**config.mk**
```make
export PLATFORM = sky130hd
export DESIGN_NAME = ssr_status_reporter
export DESIGN_NICKNAME = d
export VERILOG_FILES = /design/src/ssr_pkg.sv /design/src/ssr_seg_filter.sv /design/src/ssr_msg_counter.sv /design/src/ssr_status_reporter.sv
export VERILOG_INCLUDE_DIRS = /design/src
export SDC_FILE = /design/constraint.sdc
export NUM_CORES = 1
export LEC_CHECK = 0
export BUFFER_PORTS_ARGS = -buffer_cell sky130_fd_sc_hd__clkbuf_2
export CORE_MARGIN = 2
export CORE_UTILIZATION = 48
export CTS_CLUSTER_SIZE = 30
export DETAILED_ROUTE_END_ITERATION = 10
export GPL_TIMING_DRIVEN = 1
export PLACE_DENSITY = 0.79
export SLEW_MARGIN = 20
export SYNTH_ARGS = -nofsm -noshare
export SYNTH_HDL_FRONTEND = slang
export SYNTH_SLANG_ARGS = --single-unit
```
**constraint.sdc**
```tcl
create_clock -name clock -period 2.42 [get_ports clock]
set_clock_uncertainty 0.2 [all_clocks]
set_input_delay 0.242 -clock clock [delete_from_list [all_inputs] [get_ports clock]]
set_output_delay 0.242 -clock clock [all_outputs]
set_load 0.005 [all_outputs]
```
**src/ssr_consts.svh**
```systemverilog
// constants for the status, error and service-request reporter
// Behaviour
// after power-up run numbered self-test steps, show each on display and bus
// step one initialises and checks analog section; fault or overvoltage gives code 7
// step two checks calibration memory checksum; mismatch gives code 8
// step three checks program memory checksum; mismatch gives code 9
// self-test reruns when program 98 is selected and compute is pressed
// each error shown on display and bus as error designation plus code
// measurement overflow gives code 1, calculation overflow gives code 2
// vanished offset with negative reading gives 3, excessive offset gives 4
// calibration nominal out of 5..100 percent or switch at measure gives 5
// device message longer than 31 characters gives bus error code 6
// keys have two-digit codes from 01; a press latches its code into message
// key code holds until computer reads message, then reads 00
// in service-request mode every key press raises a service request
// request service on error, integration end, key press, or reset done
// status byte flags cause: end, error, limits, reset, request, key
// computer enables or disables service request by command
// start mode picks request per measurement or after the set count
// display text from bus shows only seven-segment renderable characters
// display text and key reading only through bus commands
// status bit 1 is data line 1 (lsb), bit 8 the msb
`ifndef SSR_CONSTS_SVH
`define SSR_CONSTS_SVH
`define SSR_STEP_COUNT 3'h4
`define SSR_STEP_FIRST 3'h1
`define SSR_ERR_NONE 4'h0
`define SSR_ERR_MEASURE_SWITCH_POSITION_OVF 4'h1
`define SSR_ERR_CALC_OVF 4'h2
`define SSR_ERR_OFS_GONE 4'h3
`define SSR_ERR_OFS_BIG 4'h4
`define SSR_ERR_CAL 4'h5
`define SSR_ERR_BUS 4'h6
`define SSR_ERR_ST1 4'h7
`define SSR_ERR_ST2 4'h8
`define SSR_ERR_ST3 4'h9
`define SSR_MSG_MAX 6'h1F
`define SSR_MSG_SAT 6'h3F
`define SSR_PROG_SELFTEST 8'h98
`define SSR_KEY_NONE 8'h00
`define SSR_BIT_END 0
`define SSR_BIT_ERR 3
`define SSR_BIT_LIM 4
`define SSR_BIT_RST 5
`define SSR_BIT_SRQ 6
`define SSR_BIT_KEY 7
`define SSR_CAL_LO_PCT 7'h05
`define SSR_CAL_HI_PCT 7'h64
`define SSR_CHAR_BLANK 7'h20
`endif

```
**src/ssr_pkg.sv**
```systemverilog
// types shared by the status reporter files
package ssr_pkg;
  typedef enum logic [2:0]
  {
    SSR_IDLE = 3'b000,
    SSR_ST1 = 3'b001,
    SSR_ST2 = 3'b010,
    SSR_ST3 = 3'b011,
    SSR_ST4 = 3'b100
  } ssr_test_e;
  typedef struct packed
  {
    logic measure_switch_position_ovf;
    logic calc_ovf;
    logic ofs_gone;
    logic ofs_big;
    logic cal_range_bad;
    logic measure_switch_position;
  } ssr_err_in_s;
  typedef struct packed
  {
    logic valid;
    logic [6:0] ch;
  } ssr_char_s;
endpackage

```
**src/ssr_seg_filter.sv**
```systemverilog
// seven-segment character filter with registered output
`timescale 1ns/10ps
`include "ssr_consts.svh"
module ssr_seg_filter
  import ssr_pkg::*;
(
  input wire logic clock,
  input wire logic arst_n,
  input wire ssr_char_s char_in,
  output ssr_char_s char_out
);
  ssr_char_s next_out;
  logic ok;

  // renderable set: digits, blank, minus, point, and letters a seven-segment can draw
  always_comb
  begin
    unique case (char_in.ch)
      7'h30, 7'h31, 7'h32, 7'h33, 7'h34, 7'h35, 7'h36, 7'h37, 7'h38, 7'h39,
      7'h20, 7'h2D, 7'h2E, 7'h41, 7'h43, 7'h45, 7'h46, 7'h48, 7'h4A, 7'h4C,
      7'h50, 7'h55, 7'h62, 7'h63, 7'h64, 7'h68, 7'h6E, 7'h6F, 7'h72, 7'h74,
      7'h75:
        ok = 1'b1;
      default:
        ok = 1'b0;
    endcase
    next_out.valid = char_in.valid;
    // unrenderable characters become blanks so column positions stay intact
    next_out.ch = ok ? char_in.ch : `SSR_CHAR_BLANK;
  end

  always_ff @(posedge clock or negedge arst_n)
  begin
    if (!arst_n)
      char_out <= '0;
    else
      char_out <= next_out;
  end
endmodule

```
**src/ssr_msg_counter.sv**
```systemverilog
// counts received message characters and flags an overlong message
`timescale 1ns/10ps
`include "ssr_consts.svh"
module ssr_msg_counter
(
  input wire logic clock,
  input wire logic arst_n,
  input wire logic char_strobe,
  input wire logic msg_end,
  output logic too_long
);
  logic [5:0] count;
  logic [5:0] next_count;
  logic next_too_long;

  // saturating count; pulse once when char 32 arrives
  always_comb
  begin
    next_count = count;
    next_too_long = 1'b0;
    if (msg_end)
      next_count = '0;
    else if (char_strobe)
    begin
      if (count == `SSR_MSG_MAX)
        next_too_long = 1'b1;
      if (count != `SSR_MSG_SAT)
        next_count = count + 6'h01;
    end
  end

  always_ff @(posedge clock or negedge arst_n)
  begin
    if (!arst_n)
    begin
      count <= '0;
      too_long <= 1'b0;
    end
    else
    begin
      count <= next_count;
      too_long <= next_too_long;
    end
  end
endmodule

```
**src/ssr_status_reporter.sv**
```systemverilog
// self-test sequencer, error latch, key latch and serial-poll status byte
`timescale 1ns/10ps
`include "ssr_consts.svh"
module ssr_status_reporter
  import ssr_pkg::*;
(
  input wire logic clock,
  input wire logic arst_n,
  input wire logic analog_ok,
  input wire logic overvoltage,
  input wire logic cal_sum_match,
  input wire logic rom_sum_match,
  input wire logic step_done,
  input wire logic [7:0] program_number,
  input wire logic compute_key,
  input wire ssr_err_in_s err_in,
  input wire logic key_press,
  input wire logic [7:0] key_code,
  input wire logic message_read,
  input wire logic rx_char_strobe,
  input wire logic rx_msg_end,
  input wire logic srq_enable_cmd,
  input wire logic srq_disable_cmd,
  input wire logic per_measure_switch_position_mode,
  input wire logic measure_switch_position_done,
  input wire logic series_done,
  input wire logic limit_violation,
  input wire logic integration_expired,
  input wire logic display_mode,
  input wire ssr_char_s bus_char,
  input wire logic serial_poll_read,
  output logic [2:0] test_step,
  output logic test_step_strobe,
  output logic test_running,
  output logic [3:0] error_code,
  output logic error_strobe,
  output logic [7:0] message_key_code,
  output logic [7:0] service_request_status,
  output logic srq_out,
  output ssr_char_s display_char
);
  ssr_test_e state;
  ssr_test_e next_state;
  logic [2:0] next_test_step;
  logic next_test_step_strobe;
  logic next_test_running;
  logic [3:0] next_error_code;
  logic next_error_strobe;
  logic [7:0] next_message_key_code;
  logic [7:0] next_status;
  logic next_srq_out;
  logic srq_en;
  logic next_srq_en;
  logic rst_pending;
  logic next_rst_pending;
  logic bus_too_long;
  logic [3:0] raised;
  logic ev_err;
  logic ev_end;
  logic ev_key;
  logic ev_rst;
  ssr_char_s masked_char;

  ssr_msg_counter u_msg
  (
    .clock(clock),
    .arst_n(arst_n),
    .char_strobe(rx_char_strobe),
    .msg_end(rx_msg_end),
    .too_long(bus_too_long)
  );

  // front panel never reaches the display text path, only bus in display mode
  always_comb
  begin
    masked_char.valid = bus_char.valid & display_mode;
    masked_char.ch = bus_char.ch;
  end

  ssr_seg_filter u_seg
  (
    .clock(clock),
    .arst_n(arst_n),
    .char_in(masked_char),
    .char_out(display_char)
  );

  // self-test sequencer; steps wait on step_done from the test engine
  always_comb
  begin
    next_state = state;
    next_test_step = test_step;
    next_test_step_strobe = 1'b0;
    next_test_running = test_running;
    next_rst_pending = rst_pending;
    raised = `SSR_ERR_NONE;
    // reset cause is flagged once, in the first idle cycle after the last step
    if (rst_pending && state == SSR_IDLE)
      next_rst_pending = 1'b0;
    unique case (state)
      SSR_IDLE:
      begin
        if (compute_key && program_number == `SSR_PROG_SELFTEST)
        begin
          next_state = SSR_ST1;
          next_test_step = `SSR_STEP_FIRST;
          next_test_step_strobe = 1'b1;
          next_test_running = 1'b1;
        end
      end
      SSR_ST1:
      begin
        if (step_done)
        begin
          if (overvoltage || !analog_ok)
            raised = `SSR_ERR_ST1;
          next_state = SSR_ST2;
          next_test_step = test_step + 3'h1;
          next_test_step_strobe = 1'b1;
        end
      end
      SSR_ST2:
      begin
        if (step_done)
        begin
          if (!cal_sum_match)
            raised = `SSR_ERR_ST2;
          next_state = SSR_ST3;
          next_test_step = test_step + 3'h1;
          next_test_step_strobe = 1'b1;
        end
      end
      SSR_ST3:
      begin
        if (step_done)
        begin
          if (!rom_sum_match)
            raised = `SSR_ERR_ST3;
          next_state = SSR_ST4;
          next_test_step = `SSR_STEP_COUNT;
          next_test_step_strobe = 1'b1;
        end
      end
      SSR_ST4:
      begin
        if (step_done)
        begin
          next_state = SSR_IDLE;
          next_test_running = 1'b0;
          next_rst_pending = 1'b1;
        end
      end
    endcase
    // operator errors, only when no self-test code is raised; lower code wins among them
    if (raised == `SSR_ERR_NONE)
    begin
      if (err_in.measure_switch_position_ovf)
        raised = `SSR_ERR_MEASURE_SWITCH_POSITION_OVF;
      else if (err_in.calc_ovf)
        raised = `SSR_ERR_CALC_OVF;
      else if (err_in.ofs_gone)
        raised = `SSR_ERR_OFS_GONE;
      else if (err_in.ofs_big)
        raised = `SSR_ERR_OFS_BIG;
      else if (err_in.cal_range_bad || err_in.measure_switch_position)
        raised = `SSR_ERR_CAL;
      else if (bus_too_long)
        raised = `SSR_ERR_BUS;
    end
  end

  // error code and one strobe feed both display and bus formatter
  always_comb
  begin
    next_error_code = error_code;
    next_error_strobe = 1'b0;
    if (raised != `SSR_ERR_NONE)
    begin
      next_error_code = raised;
      next_error_strobe = 1'b1;
    end
  end

  // key latch; a press in the read cycle wins so no key is lost
  always_comb
  begin
    next_message_key_code = message_key_code;
    if (key_press)
      next_message_key_code = key_code;
    else if (message_read)
      next_message_key_code = `SSR_KEY_NONE;
  end

  // service-request enable, disable wins if both commands coincide
  always_comb
  begin
    next_srq_en = srq_en;
    if (srq_disable_cmd)
      next_srq_en = 1'b0;
    else if (srq_enable_cmd)
      next_srq_en = 1'b1;
  end

  // cause bits are sticky; events beat the poll-read clear
  always_comb
  begin
    ev_err = next_error_strobe;
    ev_end = (per_measure_switch_position_mode ? measure_switch_position_done : series_done) | integration_expired;
    ev_key = key_press;
    ev_rst = rst_pending && state == SSR_IDLE;
    next_status = service_request_status;
    if (serial_poll_read)
      next_status = 8'h00;
    if (ev_end)
      next_status[`SSR_BIT_END] = 1'b1;
    if (ev_err)
      next_status[`SSR_BIT_ERR] = 1'b1;
    if (limit_violation)
      next_status[`SSR_BIT_LIM] = 1'b1;
    if (ev_rst)
      next_status[`SSR_BIT_RST] = 1'b1;
    if (ev_key)
      next_status[`SSR_BIT_KEY] = 1'b1;
    if (srq_en && (ev_end || ev_err || ev_key || ev_rst))
      next_status[`SSR_BIT_SRQ] = 1'b1;
    next_srq_out = next_status[`SSR_BIT_SRQ];
  end

  // one register stage per group; reset starts the power-on self-test
  always_ff @(posedge clock or negedge arst_n)
  begin
    if (!arst_n)
    begin
      state <= SSR_ST1;
      test_step <= `SSR_STEP_FIRST;
      test_step_strobe <= 1'b1;
      test_running <= 1'b1;
      rst_pending <= 1'b0;
      error_code <= `SSR_ERR_NONE;
      error_strobe <= 1'b0;
      message_key_code <= `SSR_KEY_NONE;
      srq_en <= 1'b0;
      service_request_status <= 8'h00;
      srq_out <= 1'b0;
    end
    else
    begin
      state <= next_state;
      test_step <= next_test_step;
      test_step_strobe <= next_test_step_strobe;
      test_running <= next_test_running;
      rst_pending <= next_rst_pending;
      error_code <= next_error_code;
      error_strobe <= next_error_strobe;
      message_key_code <= next_message_key_code;
      srq_en <= next_srq_en;
      service_request_status <= next_status;
      srq_out <= next_srq_out;
    end
  end
endmodule

```
==> results.cfg <==
[timing]
grt_setup_unrepaired = false
max_freq_mhz = 537.4
max_slew_margin_pct = 64.13
slew_viol_final = 0
worstMarginPinSlew_ns = 0.5331
finalSetupViolations = 0
finalHoldViolations = 0
tns_ns = 0
period_minus_slack_ns = 1.861
finalCritPeriodShare_pct = 76.89

[logic_synthesis]
ys_types = 56
synth-seq-cells = 44
syn_inst = 206
synth_flop_cell = dfrtp_1
syn_area_per_cell_um2 = 10.73
netlist_area_um2 = 2211
synth_warnings = 0
synth-async-reset-ratio_pct = 100.0
ys_seq_area_share_pct = 50.03
synth-edff-count = 0

[routing]
drtIter0Drc = 85
drc = 0
dr.max_layer_used = met4
route.met3.wl_um = 304
dr_wl_met2_um = 2464
detail-route-antenna-nets = 0
dr.pass1.iters = 4
wirelength_um = 4914
vias = 1904
wire_per_inst_um = 13.69
viasPerCell = 5.304
drt-met1-wl_um = 2027

[worst_setup_path]
crit_slowest_cell = dfstp_2
cpLargestDelayFamily = flip-flops
path_cells = mux2i_1 > and3_4 > nor4_4 > o221ai_1
crit_required_ns = 2.37
slowest_delay_ns = 0.69
r2r_start = state[0]$_DFFE_PN1P_
r2r-end = service_request_status[6]$_DFFE_PN0P_
worstSetupPathType = flip-flop to flip-flop
end_kind = flip-flop
worstPathMaxFanout = 13
cp-start-kind = flip-flop
rr_worst_depth = 4
rrSetupSlack_ns = 0.56
crit_buf_inv = 0
worstPathArrival_ns = 1.81

[status]
status = complete, no violations

[clocking]
cts_root_buf = clkbuf_8
clkLatencyLatePin_ns = 0.29
cts.path.max_buffers = 2
cts_tree = done
htree_levels = 2
clock-sinks = 44
clkTransAtPathRegs_ns = 0.08
cts_setup_buffers = 0
cts_buffers = 5

[cells_and_area]
final_cells = 359
nNetsFinal = 362
area_growth_pct = 31.41
drive_gt1_share_pct = 35.50
diodes = 0
fillers = 350

[floorplan]
core-area_um2 = 4384
fp-row-count = 24
die_area_um2 = 5165
io-pin-count = 86
die_y_um = 71.87
die_width_um = 71.87
start_util_pct = 50.43

[worst_hold_path]
whs_endpoint = u_seg.char_out[5]$_DFF_PN0_
hold-path-cell-count = 2
hp-start = bus_char[6]
min_path_type = primary input to flip-flop

[run]
drv_cap = 0

[global_routing]
grt_max_degree = 25
grt-ovfl-total = 0
grt_pass1_vias = 1909
grt_pass1_wl_um = 8466
grt_usage_pct = 20.94
antenna_found_initial = 0

[placed_design]
dp.cells = 335
post-dp-hpwl_um = 3532
io_buffers = 83
gp_congestion = 0.8425

[power]
ir_drop_v = 0.0004355
p_per_area_nw_per_um2 = 691.6
leakagePower_nw = 1.494
==> metrics by stage <==
stage	area (um2)	utilization [%]	worst slack (ns)	power, mW	hold slack, ns
floorplan	2215	-	0.7392	1.332	-0.2536
global placement	2653	60.50	0.6046	1.524	0.03079
detailed placement	2653	60.50	0.5616	1.542	0.03114
CTS	2905	66.27	0.5582	2.032	0.003887
global route	2905	66.27	0.4430	2.163	0.01329
finish	2905	66.27	0.5592	2.009	0.01642
==> final cells by class <==
class                   instances  area, um2  area share (%)
multi-input cells             140      998.5           34.37
clock buffers                   6      82.58           2.842
inverters                      14      52.55           1.809
clock inverters                 2      10.01          0.3445
repair buffers                101      590.6           20.33
well taps                      52      65.06           2.239
flip-flops and latches         44       1106           38.07
==> layer usage <==
metal,up-vias,track usage (%)
li1,931,-
met1,894,24.91
met2,68,36.32
met3,11,6.048
met4,0,7.128
met5,-,0
==> cell usage in the layout, fill, tap and decap left out, types with 3 or more instances in the layout <==
cell / count
nand2b_1: 6
clkbuf_8: 6
nand3_1: 3
inv_1: 14
a21oi_1: 7
nor2_1: 17
ha_1: 5
a31oi_1: 7
mux2i_1: 6
a21o_1: 5
nand2_1: 11
xor2_1: 5
nor2b_1: 4
dfstp_2: 4
a31o_2: 3
nor3_1: 4
clkbuf_2: 83
a22o_1: 9
o21ai_0: 7
dlygate4sd3_1: 16
a211oi_1: 3
dfrtp_1: 40
==> cell families (layout without fill, tap and decap cells) <==
kind of cell / after synthesis / count (layout) / share of synthesized area (%)
and+or+nand+nor: 64 / 64 / 17.49
AOI/OAI and AO/OA: 55 / 55 / 17.88
DFF: 44 / 44 / 50.03
buffers and inverters: 23 / 123 / 4.980
muxes: 8 / 8 / 4.244
xor gates and xnor gates: 6 / 6 / 2.377
adders and majority gates: 5 / 5 / 2.830
other: 1 / 2 / 0.1696
==> state kept, by name (all words and copies together) (netlist names) <==
register                flops
error_code                  4
error_strobe                1
message_key_code            8
rst_pending                 1
service_request_status      6
srq_en                      1
state                       3
test_running                1
test_step                   3
test_step_strobe            1
u_msg.count                 6
u_msg.too_long              1
u_seg.char_out              8
==> report_power, final <==
part	internal, mW	switching (mW)	leakage, nW	total [mW]
Sequential	0.858	0.129	0.540	0.988
Clock	0.228	0.231	0.0510	0.458
Combinational	0.296	0.267	0.903	0.563
Total	1.38	0.628	1.49	2.01
==> how the worst max path moves through the flow <==
stage	to	depth (start not counted)	start
floorplan	test_step[1]$_DFFE_PN0P_	3	state[1]$_DFFE_PN0P_
global route	service_request_status[6]$_DFFE_PN0P_	4	state[0]$_DFFE_PN1P_
detailed placement	u_seg.char_out[6]$_DFF_PN0_	6	bus_char[1]
CTS	service_request_status[6]$_DFFE_PN0P_	4	state[0]$_DFFE_PN1P_
finish	service_request_status[6]$_DFFE_PN0P_	4	state[0]$_DFFE_PN1P_
global placement	u_seg.char_out[6]$_DFF_PN0_	6	bus_char[0]
==> Yosys cell counts (2+ instances only) <==
master / number / area (um2)
a31o_2: 3 / 26.28
ha_1: 5 / 62.56
nor4_1: 2 / 12.51
mux2i_1: 6 / 60.06
a31oi_1: 7 / 43.79
dfstp_2: 4 / 105.1
nor2_1: 17 / 63.81
inv_1: 14 / 52.55
nand2b_1: 6 / 37.54
o21ai_0: 7 / 35.03
a21o_1: 5 / 37.54
nor3_1: 4 / 20.02
dfrtp_1: 40 / 1001
a21oi_1: 7 / 35.03
nand2_1: 11 / 41.29
nor3b_1: 2 / 15.01
buf_2: 4 / 20.02
o211ai_1: 2 / 15.01
xor2_1: 5 / 43.79
a22o_1: 9 / 78.83
nand3_1: 3 / 15.01
a211oi_1: 3 / 22.52
nand4_1: 2 / 12.51
buf_4: 3 / 22.52
nor2b_1: 4 / 25.02
==> timing repair <==
action,in CTS,in global routing
hold endpoints to repair,33,0
resized for setup,0,0
endpoints found under the setup margin,0,0
hold buffers,16,0
==> worst register-to-register path, stage by stage (launching register included) <==
cell	delay [ns]
dfstp_2	0.69
mux2i_1	0.12
and3_4	0.21
nor4_4	0.33
o221ai_1	0.18
Power figures use the tool's default switching activity.
